## config.mk

```make
export PLATFORM = sky130hd
export DESIGN_NAME = agpc_top
export DESIGN_NICKNAME = d
export VERILOG_FILES = /design/src/rtl/agpc_pkg.sv /design/src/rtl/agpc_top.sv
export SDC_FILE = /design/constraint.sdc
export NUM_CORES = 1
export LEC_CHECK = 0
export ABC_AREA = 1
export BUFFER_PORTS_ARGS = -buffer_cell sky130_fd_sc_hd__buf_2
export CORE_MARGIN = 1.5
export CORE_UTILIZATION = 45
export DETAILED_ROUTE_END_ITERATION = 12
export HOLD_SLACK_MARGIN = 0.03
export PLACE_DENSITY = 0.6
export SETUP_SLACK_MARGIN = 0.5
export SYNTH_ARGS = -nofsm -noshare
export SYNTH_HDL_FRONTEND = slang
export SYNTH_SLANG_ARGS = --single-unit
```

## constraint.sdc

```tcl
create_clock -name clk -period 4.3 [get_ports clk]
set_input_delay 0.43 -clock clk [delete_from_list [all_inputs] [get_ports clk]]
set_output_delay 0.43 -clock clk [all_outputs]
set_load 0.05 [all_outputs]
```

## src/rtl/agpc_pkg.sv

```systemverilog
package agpc_pkg;

	// ----------------------------------------------------------------
	// register map (word index on the slave address)
	// ----------------------------------------------------------------
	localparam logic [2:0] ADDR_CTRL = 3'h0;
	localparam logic [2:0] ADDR_CURRENT = 3'h1;
	localparam logic [2:0] ADDR_TIMING = 3'h2;
	localparam logic [2:0] ADDR_TARGET = 3'h3;
	localparam logic [2:0] ADDR_STATUS = 3'h4;

	localparam int CTRL_ENABLE = 0;
	localparam int CTRL_AFW = 1;
	localparam int CTRL_LOW_MAP = 2;
	localparam int CTRL_AGC = 3;
	localparam int CTRL_FILT = 5;
	localparam int CTRL_STEP = 6;
	localparam int CTRL_SPLIT = 7;

	localparam int CUR_MAX = 0;
	localparam int CUR_INIT_CHG = 8;
	localparam int CUR_INIT_DIS = 16;
	localparam int CUR_MAIN = 24;

	localparam int TIM_PRE = 0;
	localparam int TIM_PREDIS = 8;
	localparam int TIM_GUARD = 16;

	localparam int TGT_ON = 0;
	localparam int TGT_OFF = 8;

	localparam int STS_EFF_ON = 0;
	localparam int STS_EFF_OFF = 8;
	localparam int STS_PREDIS = 16;
	localparam int STS_PRE = 24;
	localparam int STS_INREG = 31;

	// ----------------------------------------------------------------
	// reset values and fixed counts
	// ----------------------------------------------------------------
	localparam logic [7:0] CTRL_RESET = 8'h1A;
	localparam logic [31:0] CURRENT_RESET = 32'h103F_103F;
	localparam logic [31:0] TIMING_RESET = 32'h0010_0808;
	localparam logic [31:0] TARGET_RESET = 32'h0000_0A0A;
	localparam logic [5:0] CODE_LOWEST = 6'h00;
	localparam logic [3:0] MATCH_MAX = 4'hF;
	localparam logic [3:0] MATCH_REG = 4'h8;
	localparam logic [1:0] FLIPS_REG = 2'h3;
	localparam logic [7:0] DELAY_MAX = 8'hFF;

	localparam logic [1:0] AGC_NONE = 2'h0;
	localparam logic [1:0] AGC_INIT = 2'h1;

	// ----------------------------------------------------------------
	// types
	// ----------------------------------------------------------------
	typedef enum logic [7:0] {
		ST_OFF = 8'h01,
		ST_GUARD = 8'h02,
		ST_PRECHG = 8'h04,
		ST_CHARGE = 8'h08,
		ST_ON = 8'h10,
		ST_SYM = 8'h20,
		ST_PREDIS = 8'h40,
		ST_DISCHG = 8'h80
	} agpc_state_type;

	typedef struct packed {
		logic read;
		logic write;
		logic [2:0] address;
		logic [31:0] writedata;
	} agpc_av_req_type;

	typedef struct packed {
		logic [31:0] readdata;
		logic waitrequest;
	} agpc_av_rsp_type;

	typedef struct packed {
		logic chg;
		logic dis;
		logic [5:0] code;
	} agpc_gate_type;

endpackage

```

## src/rtl/agpc_top.sv

```systemverilog
`timescale 1ns/1ns
module agpc_top (
	input wire logic clk,
	input wire logic rst_n,
	input wire agpc_pkg::agpc_av_req_type avs_req,
	output agpc_pkg::agpc_av_rsp_type avs_rsp,
	input wire logic pwm_in,
	input wire logic sw_node_high_in,
	input wire logic sw_node_low_in,
	output agpc_pkg::agpc_gate_type hs_gate,
	output agpc_pkg::agpc_gate_type ls_gate
);

	// ----------------------------------------------------------------
	// state
	// ----------------------------------------------------------------
	typedef struct packed {
		logic [2:0] sync1;
		logic [2:0] sync2;
		logic pwm_d;
		logic [7:0] ctrl;
		logic [31:0] current;
		logic [31:0] timing;
		logic [31:0] target;
		agpc_pkg::agpc_state_type st;
		logic [7:0] cnt;
		logic [7:0] gcnt;
		logic [7:0] dly;
		logic crossed;
		logic [7:0] eff_on;
		logic [7:0] eff_off;
		logic [1:0] hist_on;
		logic [1:0] hist_off;
		logic [5:0] pre_cur;
		logic [5:0] predis_cur;
		logic [3:0] match_on;
		logic [3:0] match_off;
		logic [1:0] flips_on;
		logic [1:0] flips_off;
		logic [1:0] sign_on;
		logic [1:0] sign_off;
		logic in_reg;
		logic fw_on;
		agpc_pkg::agpc_gate_type hs;
		agpc_pkg::agpc_gate_type ls;
		logic wait_r;
		logic [31:0] rdata;
	} agpc_regs_type;

	agpc_regs_type s_r;
	agpc_regs_type s_nxt;

	// ----------------------------------------------------------------
	// helpers
	// ----------------------------------------------------------------
	// hist bit 1 = longer than target, bit 0 = shorter
	function automatic logic [5:0] adapt(input logic [5:0] cur, input logic [1:0] now, input logic [1:0] prev,
		input logic filt, input logic two, input logic [5:0] maxc);
		logic up;
		logic dn;
		logic [6:0] step;
		logic [6:0] sum;
		up = filt ? (now[1] && prev[1]) : now[1];
		dn = filt ? (now[0] && prev[0]) : now[0];
		step = two ? 7'h02 : 7'h01;
		sum = {1'b0, cur};
		if (up) begin
			sum = sum + step;
		end else if (dn) begin
			sum = (sum > step) ? (sum - step) : {1'b0, agpc_pkg::CODE_LOWEST};
		end
		// neither case: code stays as it was
		if (sum > {1'b0, maxc}) begin
			sum = {1'b0, maxc};
		end
		adapt = sum[5:0];
	endfunction

	function automatic logic [1:0] compare(input logic [7:0] meas, input logic [7:0] tgt);
		compare = {meas > tgt, meas < tgt};
	endfunction

	function automatic logic [3:0] match_step(input logic [3:0] c, input logic eq);
		if (eq) begin
			match_step = (c == agpc_pkg::MATCH_MAX) ? c : c + 4'h1;
		end else begin
			match_step = (c == 4'h0) ? c : c - 4'h1;
		end
	endfunction

	// sign held as {valid, positive}; zero error breaks no run
	function automatic logic [1:0] flip_step(input logic [1:0] f, input logic [1:0] last, input logic [1:0] cmp);
		if (cmp == 2'b00) begin
			flip_step = f;
		end else if (last[1] && (last[0] != cmp[1])) begin
			flip_step = (f == agpc_pkg::FLIPS_REG) ? f : f + 2'h1;
		end else begin
			flip_step = 2'h0;
		end
	endfunction

	// ----------------------------------------------------------------
	// next state
	// ----------------------------------------------------------------
	logic pwm_s;
	logic near_hit;
	logic far_hit;
	logic [1:0] adaptive_control_select;
	logic [5:0] maxc;
	logic [5:0] main_code;
	logic [5:0] pre_code;
	logic [5:0] predis_code;
	logic [7:0] guard_t;
	logic [7:0] pre_t;
	logic [7:0] predis_t;
	logic [1:0] cmp_on;
	logic [1:0] cmp_off;
	logic [7:0] off_meas;
	logic rise;
	logic fall;
	logic en_rise;
	agpc_pkg::agpc_gate_type pg;
	agpc_pkg::agpc_gate_type fg;

	always_comb begin
		s_nxt = s_r;
		pwm_s = s_r.sync2[0];
		// low-side mapping turns the switch-node thresholds round
		near_hit = s_r.ctrl[agpc_pkg::CTRL_LOW_MAP] ? s_r.sync2[2] : s_r.sync2[1];
		far_hit = s_r.ctrl[agpc_pkg::CTRL_LOW_MAP] ? s_r.sync2[1] : s_r.sync2[2];
		adaptive_control_select = s_r.ctrl[agpc_pkg::CTRL_AGC +: 2];
		maxc = s_r.current[agpc_pkg::CUR_MAX +: 6];
		main_code = s_r.current[agpc_pkg::CUR_MAIN +: 6];
		guard_t = s_r.timing[agpc_pkg::TIM_GUARD +: 8];
		pre_t = s_r.timing[agpc_pkg::TIM_PRE +: 8];
		predis_t = s_r.timing[agpc_pkg::TIM_PREDIS +: 8];
		pre_code = (adaptive_control_select == agpc_pkg::AGC_INIT) ? s_r.current[agpc_pkg::CUR_INIT_CHG +: 6] : s_r.pre_cur;
		predis_code = (adaptive_control_select == agpc_pkg::AGC_INIT) ? s_r.current[agpc_pkg::CUR_INIT_DIS +: 6] : s_r.predis_cur;
		rise = pwm_s && !s_r.pwm_d;
		fall = !pwm_s && s_r.pwm_d;
		en_rise = 1'b0;
		cmp_on = compare(s_r.eff_on, s_r.target[agpc_pkg::TGT_ON +: 8]);
		off_meas = s_r.dly;
		cmp_off = 2'b00;
		pg = '{chg: 1'b0, dis: 1'b1, code: main_code};
		fg = '{chg: 1'b0, dis: 1'b1, code: main_code};

		s_nxt.sync1 = {sw_node_low_in, sw_node_high_in, pwm_in};
		s_nxt.sync2 = s_r.sync1;
		s_nxt.pwm_d = pwm_s;
		if (s_r.dly != agpc_pkg::DELAY_MAX) begin
			s_nxt.dly = s_r.dly + 8'h01;
		end

		// ---------------- register slave ----------------
		// one wait cycle per access; write lands on the edge that sees waitrequest low
		s_nxt.wait_r = !((avs_req.read || avs_req.write) && s_r.wait_r);
		if (avs_req.write && !s_r.wait_r) begin
			unique case (avs_req.address)
				agpc_pkg::ADDR_CTRL: begin
					s_nxt.ctrl = avs_req.writedata[7:0];
					en_rise = avs_req.writedata[agpc_pkg::CTRL_ENABLE] && !s_r.ctrl[agpc_pkg::CTRL_ENABLE];
				end
				agpc_pkg::ADDR_CURRENT: s_nxt.current = avs_req.writedata & 32'h3F3F_3F3F;
				agpc_pkg::ADDR_TIMING: s_nxt.timing = {8'h00, avs_req.writedata[23:0]};
				agpc_pkg::ADDR_TARGET: s_nxt.target = {16'h0000, avs_req.writedata[15:0]};
				default: ;
			endcase
		end
		s_nxt.rdata = 32'h0000_0000;
		unique case (avs_req.address)
			agpc_pkg::ADDR_CTRL: s_nxt.rdata = {24'h00_0000, s_r.ctrl};
			agpc_pkg::ADDR_CURRENT: s_nxt.rdata = s_r.current;
			agpc_pkg::ADDR_TIMING: s_nxt.rdata = s_r.timing;
			agpc_pkg::ADDR_TARGET: s_nxt.rdata = s_r.target;
			agpc_pkg::ADDR_STATUS: begin
				s_nxt.rdata[agpc_pkg::STS_EFF_ON +: 8] = s_r.eff_on;
				s_nxt.rdata[agpc_pkg::STS_EFF_OFF +: 8] = s_r.eff_off;
				s_nxt.rdata[agpc_pkg::STS_PREDIS +: 6] = s_r.predis_cur;
				s_nxt.rdata[agpc_pkg::STS_PRE +: 6] = s_r.pre_cur;
				s_nxt.rdata[agpc_pkg::STS_INREG] = s_r.in_reg;
			end
			default: ;
		endcase

		// ---------------- phase sequencer ----------------
		unique case (s_r.st)
			agpc_pkg::ST_OFF: begin
				if (s_r.fw_on) begin
					fg = '{chg: 1'b1, dis: 1'b0, code: main_code};
				end
				if (rise) begin
					s_nxt.fw_on = 1'b0;
					s_nxt.dly = 8'h00;
					if (s_r.ctrl[agpc_pkg::CTRL_AFW]) begin
						s_nxt.st = agpc_pkg::ST_GUARD;
						s_nxt.cnt = guard_t;
					end else if (adaptive_control_select == agpc_pkg::AGC_NONE || pre_t == 8'h00) begin
						s_nxt.st = agpc_pkg::ST_CHARGE;
					end else begin
						s_nxt.st = agpc_pkg::ST_PRECHG;
						s_nxt.cnt = pre_t;
					end
				end
			end
			agpc_pkg::ST_GUARD: begin
				s_nxt.dly = 8'h00;
				if (fall) begin
					s_nxt.st = agpc_pkg::ST_OFF;
				end else if (s_r.cnt != 8'h00) begin
					s_nxt.cnt = s_r.cnt - 8'h01;
				end else if (adaptive_control_select == agpc_pkg::AGC_NONE || pre_t == 8'h00) begin
					s_nxt.st = agpc_pkg::ST_CHARGE;
				end else begin
					s_nxt.st = agpc_pkg::ST_PRECHG;
					s_nxt.cnt = pre_t;
				end
			end
			agpc_pkg::ST_PRECHG: begin
				pg.chg = 1'b1;
				pg.dis = 1'b0;
				// second half of a split phase runs at half the code
				pg.code = (s_r.ctrl[agpc_pkg::CTRL_SPLIT] && s_r.cnt <= (pre_t >> 1)) ? (pre_code >> 1) : pre_code;
				s_nxt.cnt = s_r.cnt - 8'h01;
				if (s_r.cnt == 8'h01 || s_r.cnt == 8'h00) begin
					s_nxt.st = agpc_pkg::ST_CHARGE;
				end
			end
			agpc_pkg::ST_CHARGE: begin
				pg = '{chg: 1'b1, dis: 1'b0, code: main_code};
				if (near_hit) begin
					s_nxt.st = agpc_pkg::ST_ON;
					s_nxt.eff_on = s_r.dly;
					cmp_on = compare(s_r.dly, s_r.target[agpc_pkg::TGT_ON +: 8]);
					s_nxt.hist_on = cmp_on;
					if (adaptive_control_select[1]) begin
						s_nxt.pre_cur = adapt(s_r.pre_cur, cmp_on, s_r.hist_on, s_r.ctrl[agpc_pkg::CTRL_FILT],
							s_r.ctrl[agpc_pkg::CTRL_STEP], maxc);
					end
					s_nxt.cnt = {2'b00, main_code};
				end
			end
			agpc_pkg::ST_ON: begin
				// post-charge ramps one step per clock up to the maximum
				pg = '{chg: 1'b1, dis: 1'b0, code: s_r.cnt[5:0]};
				if (s_r.cnt[5:0] < maxc) begin
					s_nxt.cnt = s_r.cnt + 8'h01;
				end
			end
			agpc_pkg::ST_SYM: begin
				pg = '{chg: 1'b1, dis: 1'b0, code: maxc};
				s_nxt.cnt = s_r.cnt - 8'h01;
				if (s_r.cnt == 8'h00) begin
					s_nxt.st = (adaptive_control_select == agpc_pkg::AGC_NONE || predis_t == 8'h00) ? agpc_pkg::ST_DISCHG : agpc_pkg::ST_PREDIS;
					s_nxt.cnt = predis_t;
					s_nxt.gcnt = guard_t;
					s_nxt.dly = 8'h00;
					s_nxt.crossed = 1'b0;
				end
			end
			agpc_pkg::ST_PREDIS: begin
				pg.code = (s_r.ctrl[agpc_pkg::CTRL_SPLIT] && s_r.cnt <= (predis_t >> 1)) ? (predis_code >> 1) : predis_code;
				s_nxt.cnt = s_r.cnt - 8'h01;
				s_nxt.gcnt = s_r.gcnt - 8'h01;
				if (s_r.cnt == 8'h01 || s_r.cnt == 8'h00) begin
					s_nxt.st = agpc_pkg::ST_DISCHG;
				end
			end
			agpc_pkg::ST_DISCHG: begin
				if (far_hit && !s_r.crossed) begin
					s_nxt.crossed = 1'b1;
					s_nxt.eff_off = s_r.dly;
				end
				if (s_r.gcnt != 8'h00) begin
					s_nxt.gcnt = s_r.gcnt - 8'h01;
				end else begin
					off_meas = s_r.crossed ? s_r.eff_off : s_r.dly;
					cmp_off = compare(off_meas, s_r.target[agpc_pkg::TGT_OFF +: 8]);
					s_nxt.st = agpc_pkg::ST_OFF;
					s_nxt.eff_off = off_meas;
					s_nxt.hist_off = cmp_off;
					if (adaptive_control_select[1]) begin
						s_nxt.predis_cur = adapt(s_r.predis_cur, cmp_off, s_r.hist_off, s_r.ctrl[agpc_pkg::CTRL_FILT],
							s_r.ctrl[agpc_pkg::CTRL_STEP], maxc);
					end
					s_nxt.match_on = match_step(s_r.match_on, cmp_on == 2'b00);
					s_nxt.match_off = match_step(s_r.match_off, cmp_off == 2'b00);
					s_nxt.flips_on = flip_step(s_r.flips_on, s_r.sign_on, cmp_on);
					s_nxt.flips_off = flip_step(s_r.flips_off, s_r.sign_off, cmp_off);
					if (cmp_on != 2'b00) begin
						s_nxt.sign_on = {1'b1, cmp_on[1]};
					end
					if (cmp_off != 2'b00) begin
						s_nxt.sign_off = {1'b1, cmp_off[1]};
					end
					// complementary gate charged only once the node has swung
					s_nxt.fw_on = s_r.ctrl[agpc_pkg::CTRL_AFW] && far_hit;
				end
			end
			default: s_nxt.st = agpc_pkg::ST_OFF;
		endcase

		// falling edge leaves any turn-on phase
		if (fall && (s_r.st == agpc_pkg::ST_PRECHG || s_r.st == agpc_pkg::ST_CHARGE || s_r.st == agpc_pkg::ST_ON)) begin
			s_nxt.cnt = guard_t;
			s_nxt.gcnt = guard_t;
			s_nxt.dly = 8'h00;
			s_nxt.crossed = 1'b0;
			if (s_r.ctrl[agpc_pkg::CTRL_AFW]) begin
				s_nxt.st = agpc_pkg::ST_SYM;
			end else begin
				s_nxt.cnt = predis_t;
				s_nxt.st = (adaptive_control_select == agpc_pkg::AGC_NONE || predis_t == 8'h00) ? agpc_pkg::ST_DISCHG : agpc_pkg::ST_PREDIS;
			end
		end

		s_nxt.in_reg = adaptive_control_select[1] && ((s_r.match_on >= agpc_pkg::MATCH_REG && s_r.match_off >= agpc_pkg::MATCH_REG)
			|| (s_r.flips_on == agpc_pkg::FLIPS_REG && s_r.flips_off == agpc_pkg::FLIPS_REG));

		if (!s_r.ctrl[agpc_pkg::CTRL_AFW]) begin
			fg = '{chg: 1'b0, dis: 1'b1, code: main_code};
			s_nxt.fw_on = 1'b0;
		end

		if (en_rise) begin
			s_nxt.pre_cur = (s_r.current[agpc_pkg::CUR_INIT_CHG +: 6] < maxc) ? s_r.current[agpc_pkg::CUR_INIT_CHG +: 6] : maxc;
			s_nxt.predis_cur = (s_r.current[agpc_pkg::CUR_INIT_DIS +: 6] < maxc) ? s_r.current[agpc_pkg::CUR_INIT_DIS +: 6] : maxc;
			s_nxt.match_on = 4'h0;
			s_nxt.match_off = 4'h0;
			s_nxt.flips_on = 2'h0;
			s_nxt.flips_off = 2'h0;
			s_nxt.sign_on = 2'h0;
			s_nxt.sign_off = 2'h0;
			s_nxt.hist_on = 2'h0;
			s_nxt.hist_off = 2'h0;
		end
		if (!s_r.ctrl[agpc_pkg::CTRL_ENABLE]) begin
			s_nxt.st = agpc_pkg::ST_OFF;
			s_nxt.fw_on = 1'b0;
			pg = '{chg: 1'b0, dis: 1'b1, code: main_code};
			fg = '{chg: 1'b0, dis: 1'b1, code: main_code};
		end

		// low-side mapping puts the PWM sequence on the low transistor
		s_nxt.hs = s_r.ctrl[agpc_pkg::CTRL_LOW_MAP] ? fg : pg;
		s_nxt.ls = s_r.ctrl[agpc_pkg::CTRL_LOW_MAP] ? pg : fg;
	end

	// ----------------------------------------------------------------
	// registers
	// ----------------------------------------------------------------
	always_ff @(posedge clk) begin
		if (!rst_n) begin
			s_r <= '0;
			s_r.ctrl <= agpc_pkg::CTRL_RESET;
			s_r.current <= agpc_pkg::CURRENT_RESET;
			s_r.timing <= agpc_pkg::TIMING_RESET;
			s_r.target <= agpc_pkg::TARGET_RESET;
			s_r.st <= agpc_pkg::ST_OFF;
			s_r.wait_r <= 1'b1;
			s_r.hs <= '{chg: 1'b0, dis: 1'b1, code: 6'h00};
			s_r.ls <= '{chg: 1'b0, dis: 1'b1, code: 6'h00};
		end else begin
			s_r <= s_nxt;
		end
	end

	assign avs_rsp = '{readdata: s_r.rdata, waitrequest: s_r.wait_r};
	assign hs_gate = s_r.hs;
	assign ls_gate = s_r.ls;

endmodule // agpc_top

```

==> out/qor.txt <==
CORE AREA -> 0.02980 mm2
Sink Count -> 210
Routed vias -> 13.42k
CTS buffer count -> 26
GR Layer Usage met3 -> 5.356%
Die area -> 0.03145 mm2
Compound-gate portion of the synthesized area -> 19.49%
Layer with the highest usage -> met2
Leading post-synthesis cells by cell area -> dfxtp_1 (31%), nand2_1 (13%), ha_1 (7.7%), o21ai_0 (6.9%), inv_1 (6.6%)
Fraction of synthesized cell area in xor and xnor cells -> 1.281%
GRT Overall Usage -> 28.38%
Critical path launch point -> s_r[100]
Total routed wirelength -> 44450 um
CTS Root Buffer Type -> clkbuf_16
Clock buffer depth -> 3
CTS Hold Bufs -> 0
Tcrit/Tclk final -> 80.16%
Largest area contributor in the synthesized netlist -> dfxtp_1
Ports -> 91
Most frequent CP cell -> nand2_1
Final Hold Fails -> 0
Pin count of the biggest net entering global routing -> 146
Synth top area share -> 30.73%
CP peak stage delay -> 430 ps
Seq/Total Area, Yosys -> 30.73%
Sink of the worst hold path -> avs_rsp[0]
Max-cap viol count -> 0
Register-to-register setup slack -> 850 ps
Initial drt markers -> 1243
Share of layout cells above drive strength 1 -> 11.86%
PnR worst setup slack -> 853.2 ps
Total power -> 4.814 mW
Worst-path fanout max -> 11
Post-Syn Instances -> 2029
Setup TNS -> 0 ps
Placed wire-length estimate -> 33250 um
Final setup viols -> 0
N_diodes -> 0
WP data arrival -> 3890 ps
Pre-CTS WS -> 507.4 ps
Outcome -> complete, no violations
Final ANT Viol Nets -> 0
Syn_area_per_cell -> 6.742 um2
Worst ir drop on vdd -> 0.3240 mV
Largest family of logic cells by synthesized area -> simple AND/OR/NAND/NOR gates
EDFF count, synth -> 0
CTS tree -> built
Post-synthesis simple-gate area fraction -> 27.28%
F_max -> 0.2901 GHz
Slew at the pin closest to its max-slew limit -> 1089 ps
Hold Startpoint -> avs_req[36]
#FFs+latches synth -> 210
Synth warn -> 0
Routed len/inst -> 18.17 um
Post-synth net total -> 2161
Clk Latency, worst-skew pair -> 550 ps
Layout area overhead -> 9.476%
Hold Crit Class -> in2reg
Post-route DRC -> 0
Crit path time final -> 3447 ps
Skew final -> 7.470 ps
Initial antenna violation count -> 0
Leakage power -> 7.254 nW
First-pass GRT wire length -> 69230 um
Final Util -> 50.26%
Fin nets -> 2171
Die W -> 177.4 um
Post-Synth Adder-Cell Area -> 8.561%
Avg Vias per Cell -> 5.486
Ys async rst share -> 0%
Synth Cell Area -> 0.01368 mm2
CP Capture Type -> flip-flop
Cell Rows -> 63
Reg2reg start -> s_r[100]
M1 GR Usage -> 38.31%
Critical-path top delay cell -> dfxtp_1
Port buffer count -> 87
Hold path depth -> 2
Startpoint Class -> flip-flop
Vias in the first global route -> 12.44k
GR Util met2 -> 43.99%
Critical Path RT -> 4740 ps
Grt total ovfl -> 0
Class of the most critical setup path -> reg2reg
Worst reg2reg path depth -> 25
FF-to-FF End -> s_r[75]
Power Density -> 321.5 mW/mm2
Multiplexer share of the synthesized area -> 0.07317%
Slew Limit Fails -> 0
Worst-path clk slew -> 60 ps
Ys flop type -> dfxtp_1
First-pass DRT Iterations -> 6
Fillers -> 3042
Unrepaired setup endpoints after global routing -> yes
H-Tree Depth -> 1
Final Wtd Congestion -> 0.9534
DIE HEIGHT -> 177.4 um
Worst relative slew slack -> 27.31%
Unique masters post-synth -> 57
Starting Density -> 45.91%
cells in the final DEF, fill, tap and decap left out, types with 7 or more instances in the layout:
master / Yosys / layout
a211oi_1: 11 / 11
a21oi_1: 165 / 164
a221oi_1: 12 / 12
buf_2: 10 / 86
buf_4: 54 / 16
clkbuf_16: 0 / 26
clkinv_2: 1 / 8
dfxtp_1: 210 / 207
ha_1: 84 / 84
inv_1: 240 / 236
inv_2: 12 / 16
nand2_1: 460 / 457
nand2_2: 12 / 15
nand3_1: 118 / 116
nand3_2: 5 / 7
nand4_1: 24 / 24
nor2_1: 166 / 164
nor2_2: 12 / 14
nor3_1: 14 / 14
o211ai_1: 31 / 31
o21ai_0: 188 / 185
o21ai_1: 13 / 16
o22ai_1: 22 / 22
xor2_1: 15 / 15
flip-flops by register name (all words and copies together), names as in the netlist:
signal                   count
ls_gate                      8
avs_rsp                     32
pre_t                        8
maxc                         6
pwm_s                        1
s_r                        120
predis_t                     8
s_nxt                        3
guard_t                      8
main_code                    6
adaptive_control_select      2
hs_gate                      8
metrics by stage:
step	hold WS, ps	instances	instance area (um2)
finish	69.89	2447	14980
global route	65.18	2447	14980
CTS	52.01	2446	14940
detailed placement	407.9	2400	14010
global placement	408.9	2400	14010
floorplan	390.5	2029	13680
per-layer routing:
layer,share of wire [%],up-vias,wire (um)
met5,0,-,0
li1,-,6673,-
met3,8.4,103,3723
met2,43,511,18990
met4,4.8,0,2143
met1,44,6137,19590
report_power, final:
| part | internal, mW | total [mW] | switching (mW) | leakage [nW] |
|---|---|---|---|---|
| Sequential | 1.98 | 2.01 | 0.0337 | 1.70 |
| Clock | 1.41 | 2.36 | 0.948 | 0.452 |
| Combinational | 0.129 | 0.447 | 0.318 | 5.10 |
| Total | 3.51 | 4.81 | 1.30 | 7.25 |
worst max-delay path: cells and delay by family, from the launching register on:
kind	cells	cell delay, ps
and+or+nand+nor	17	1900
adders and majority gates	2	490
DFF	1	430
buffers and inverters	4	280
AOI/OAI and AO/OA	2	220
layout make-up:
type                    count  area [um2]  share of cell area (%)
clock buffers              29       691.9                   4.620
flip-flops and latches    210        4210                   28.11
inverters                 263        1001                   6.684
multi-input cells        1435        7785                   51.98
well taps                 390       488.0                   3.258
clock inverters            17       229.0                   1.529
repair buffers            103       570.5                   3.810
cells in the mapped netlist (10+ instances only):
master	count
nor3_1	14
xor2_1	15
nand3_1	118
nor2_1	166
nand2_1	460
clkbuf_1	48
o211ai_1	31
buf_4	54
buf_2	10
o21ai_1	13
nand4_1	24
a21oi_1	165
inv_2	12
o22ai_1	22
dfxtp_1	210
o21ai_0	188
a221oi_1	12
ha_1	84
nor2_2	12
a211oi_1	11
inv_1	240
nand2_2	12
cell families (layout without fill, tap and decap cells):
| logic type | after synthesis | count (layout) |
|---|---|---|
| and+or+nand+nor | 847 | 847 |
| other | 1 | 1 |
| AOI/OAI and AO/OA | 476 | 476 |
| xor gates and xnor gates | 20 | 20 |
| buffers and inverters | 384 | 412 |
| muxes | 1 | 1 |
| DFF | 210 | 210 |
| adders and majority gates | 90 | 90 |
worst max-delay path by stage:
stage | slack [ps] | end
final | 850 | s_r[75]
after global routing | 490 | s_r[67]
after CTS | 610 | s_r[67]
after detailed placement | 510 | s_r[67]
after global placement | 580 | s_r[67]
after floorplan | 940 | s_r[72]
repair_timing:
action | 4_1_cts | 5_1_grt
setup endpoints to repair | 6 | 12
pin swaps | 0 | 1
buffers inserted | 0 | 1
resized for setup | 1 | 18
gates cloned | 0 | 0
Power figures use the tool's default switching activity.
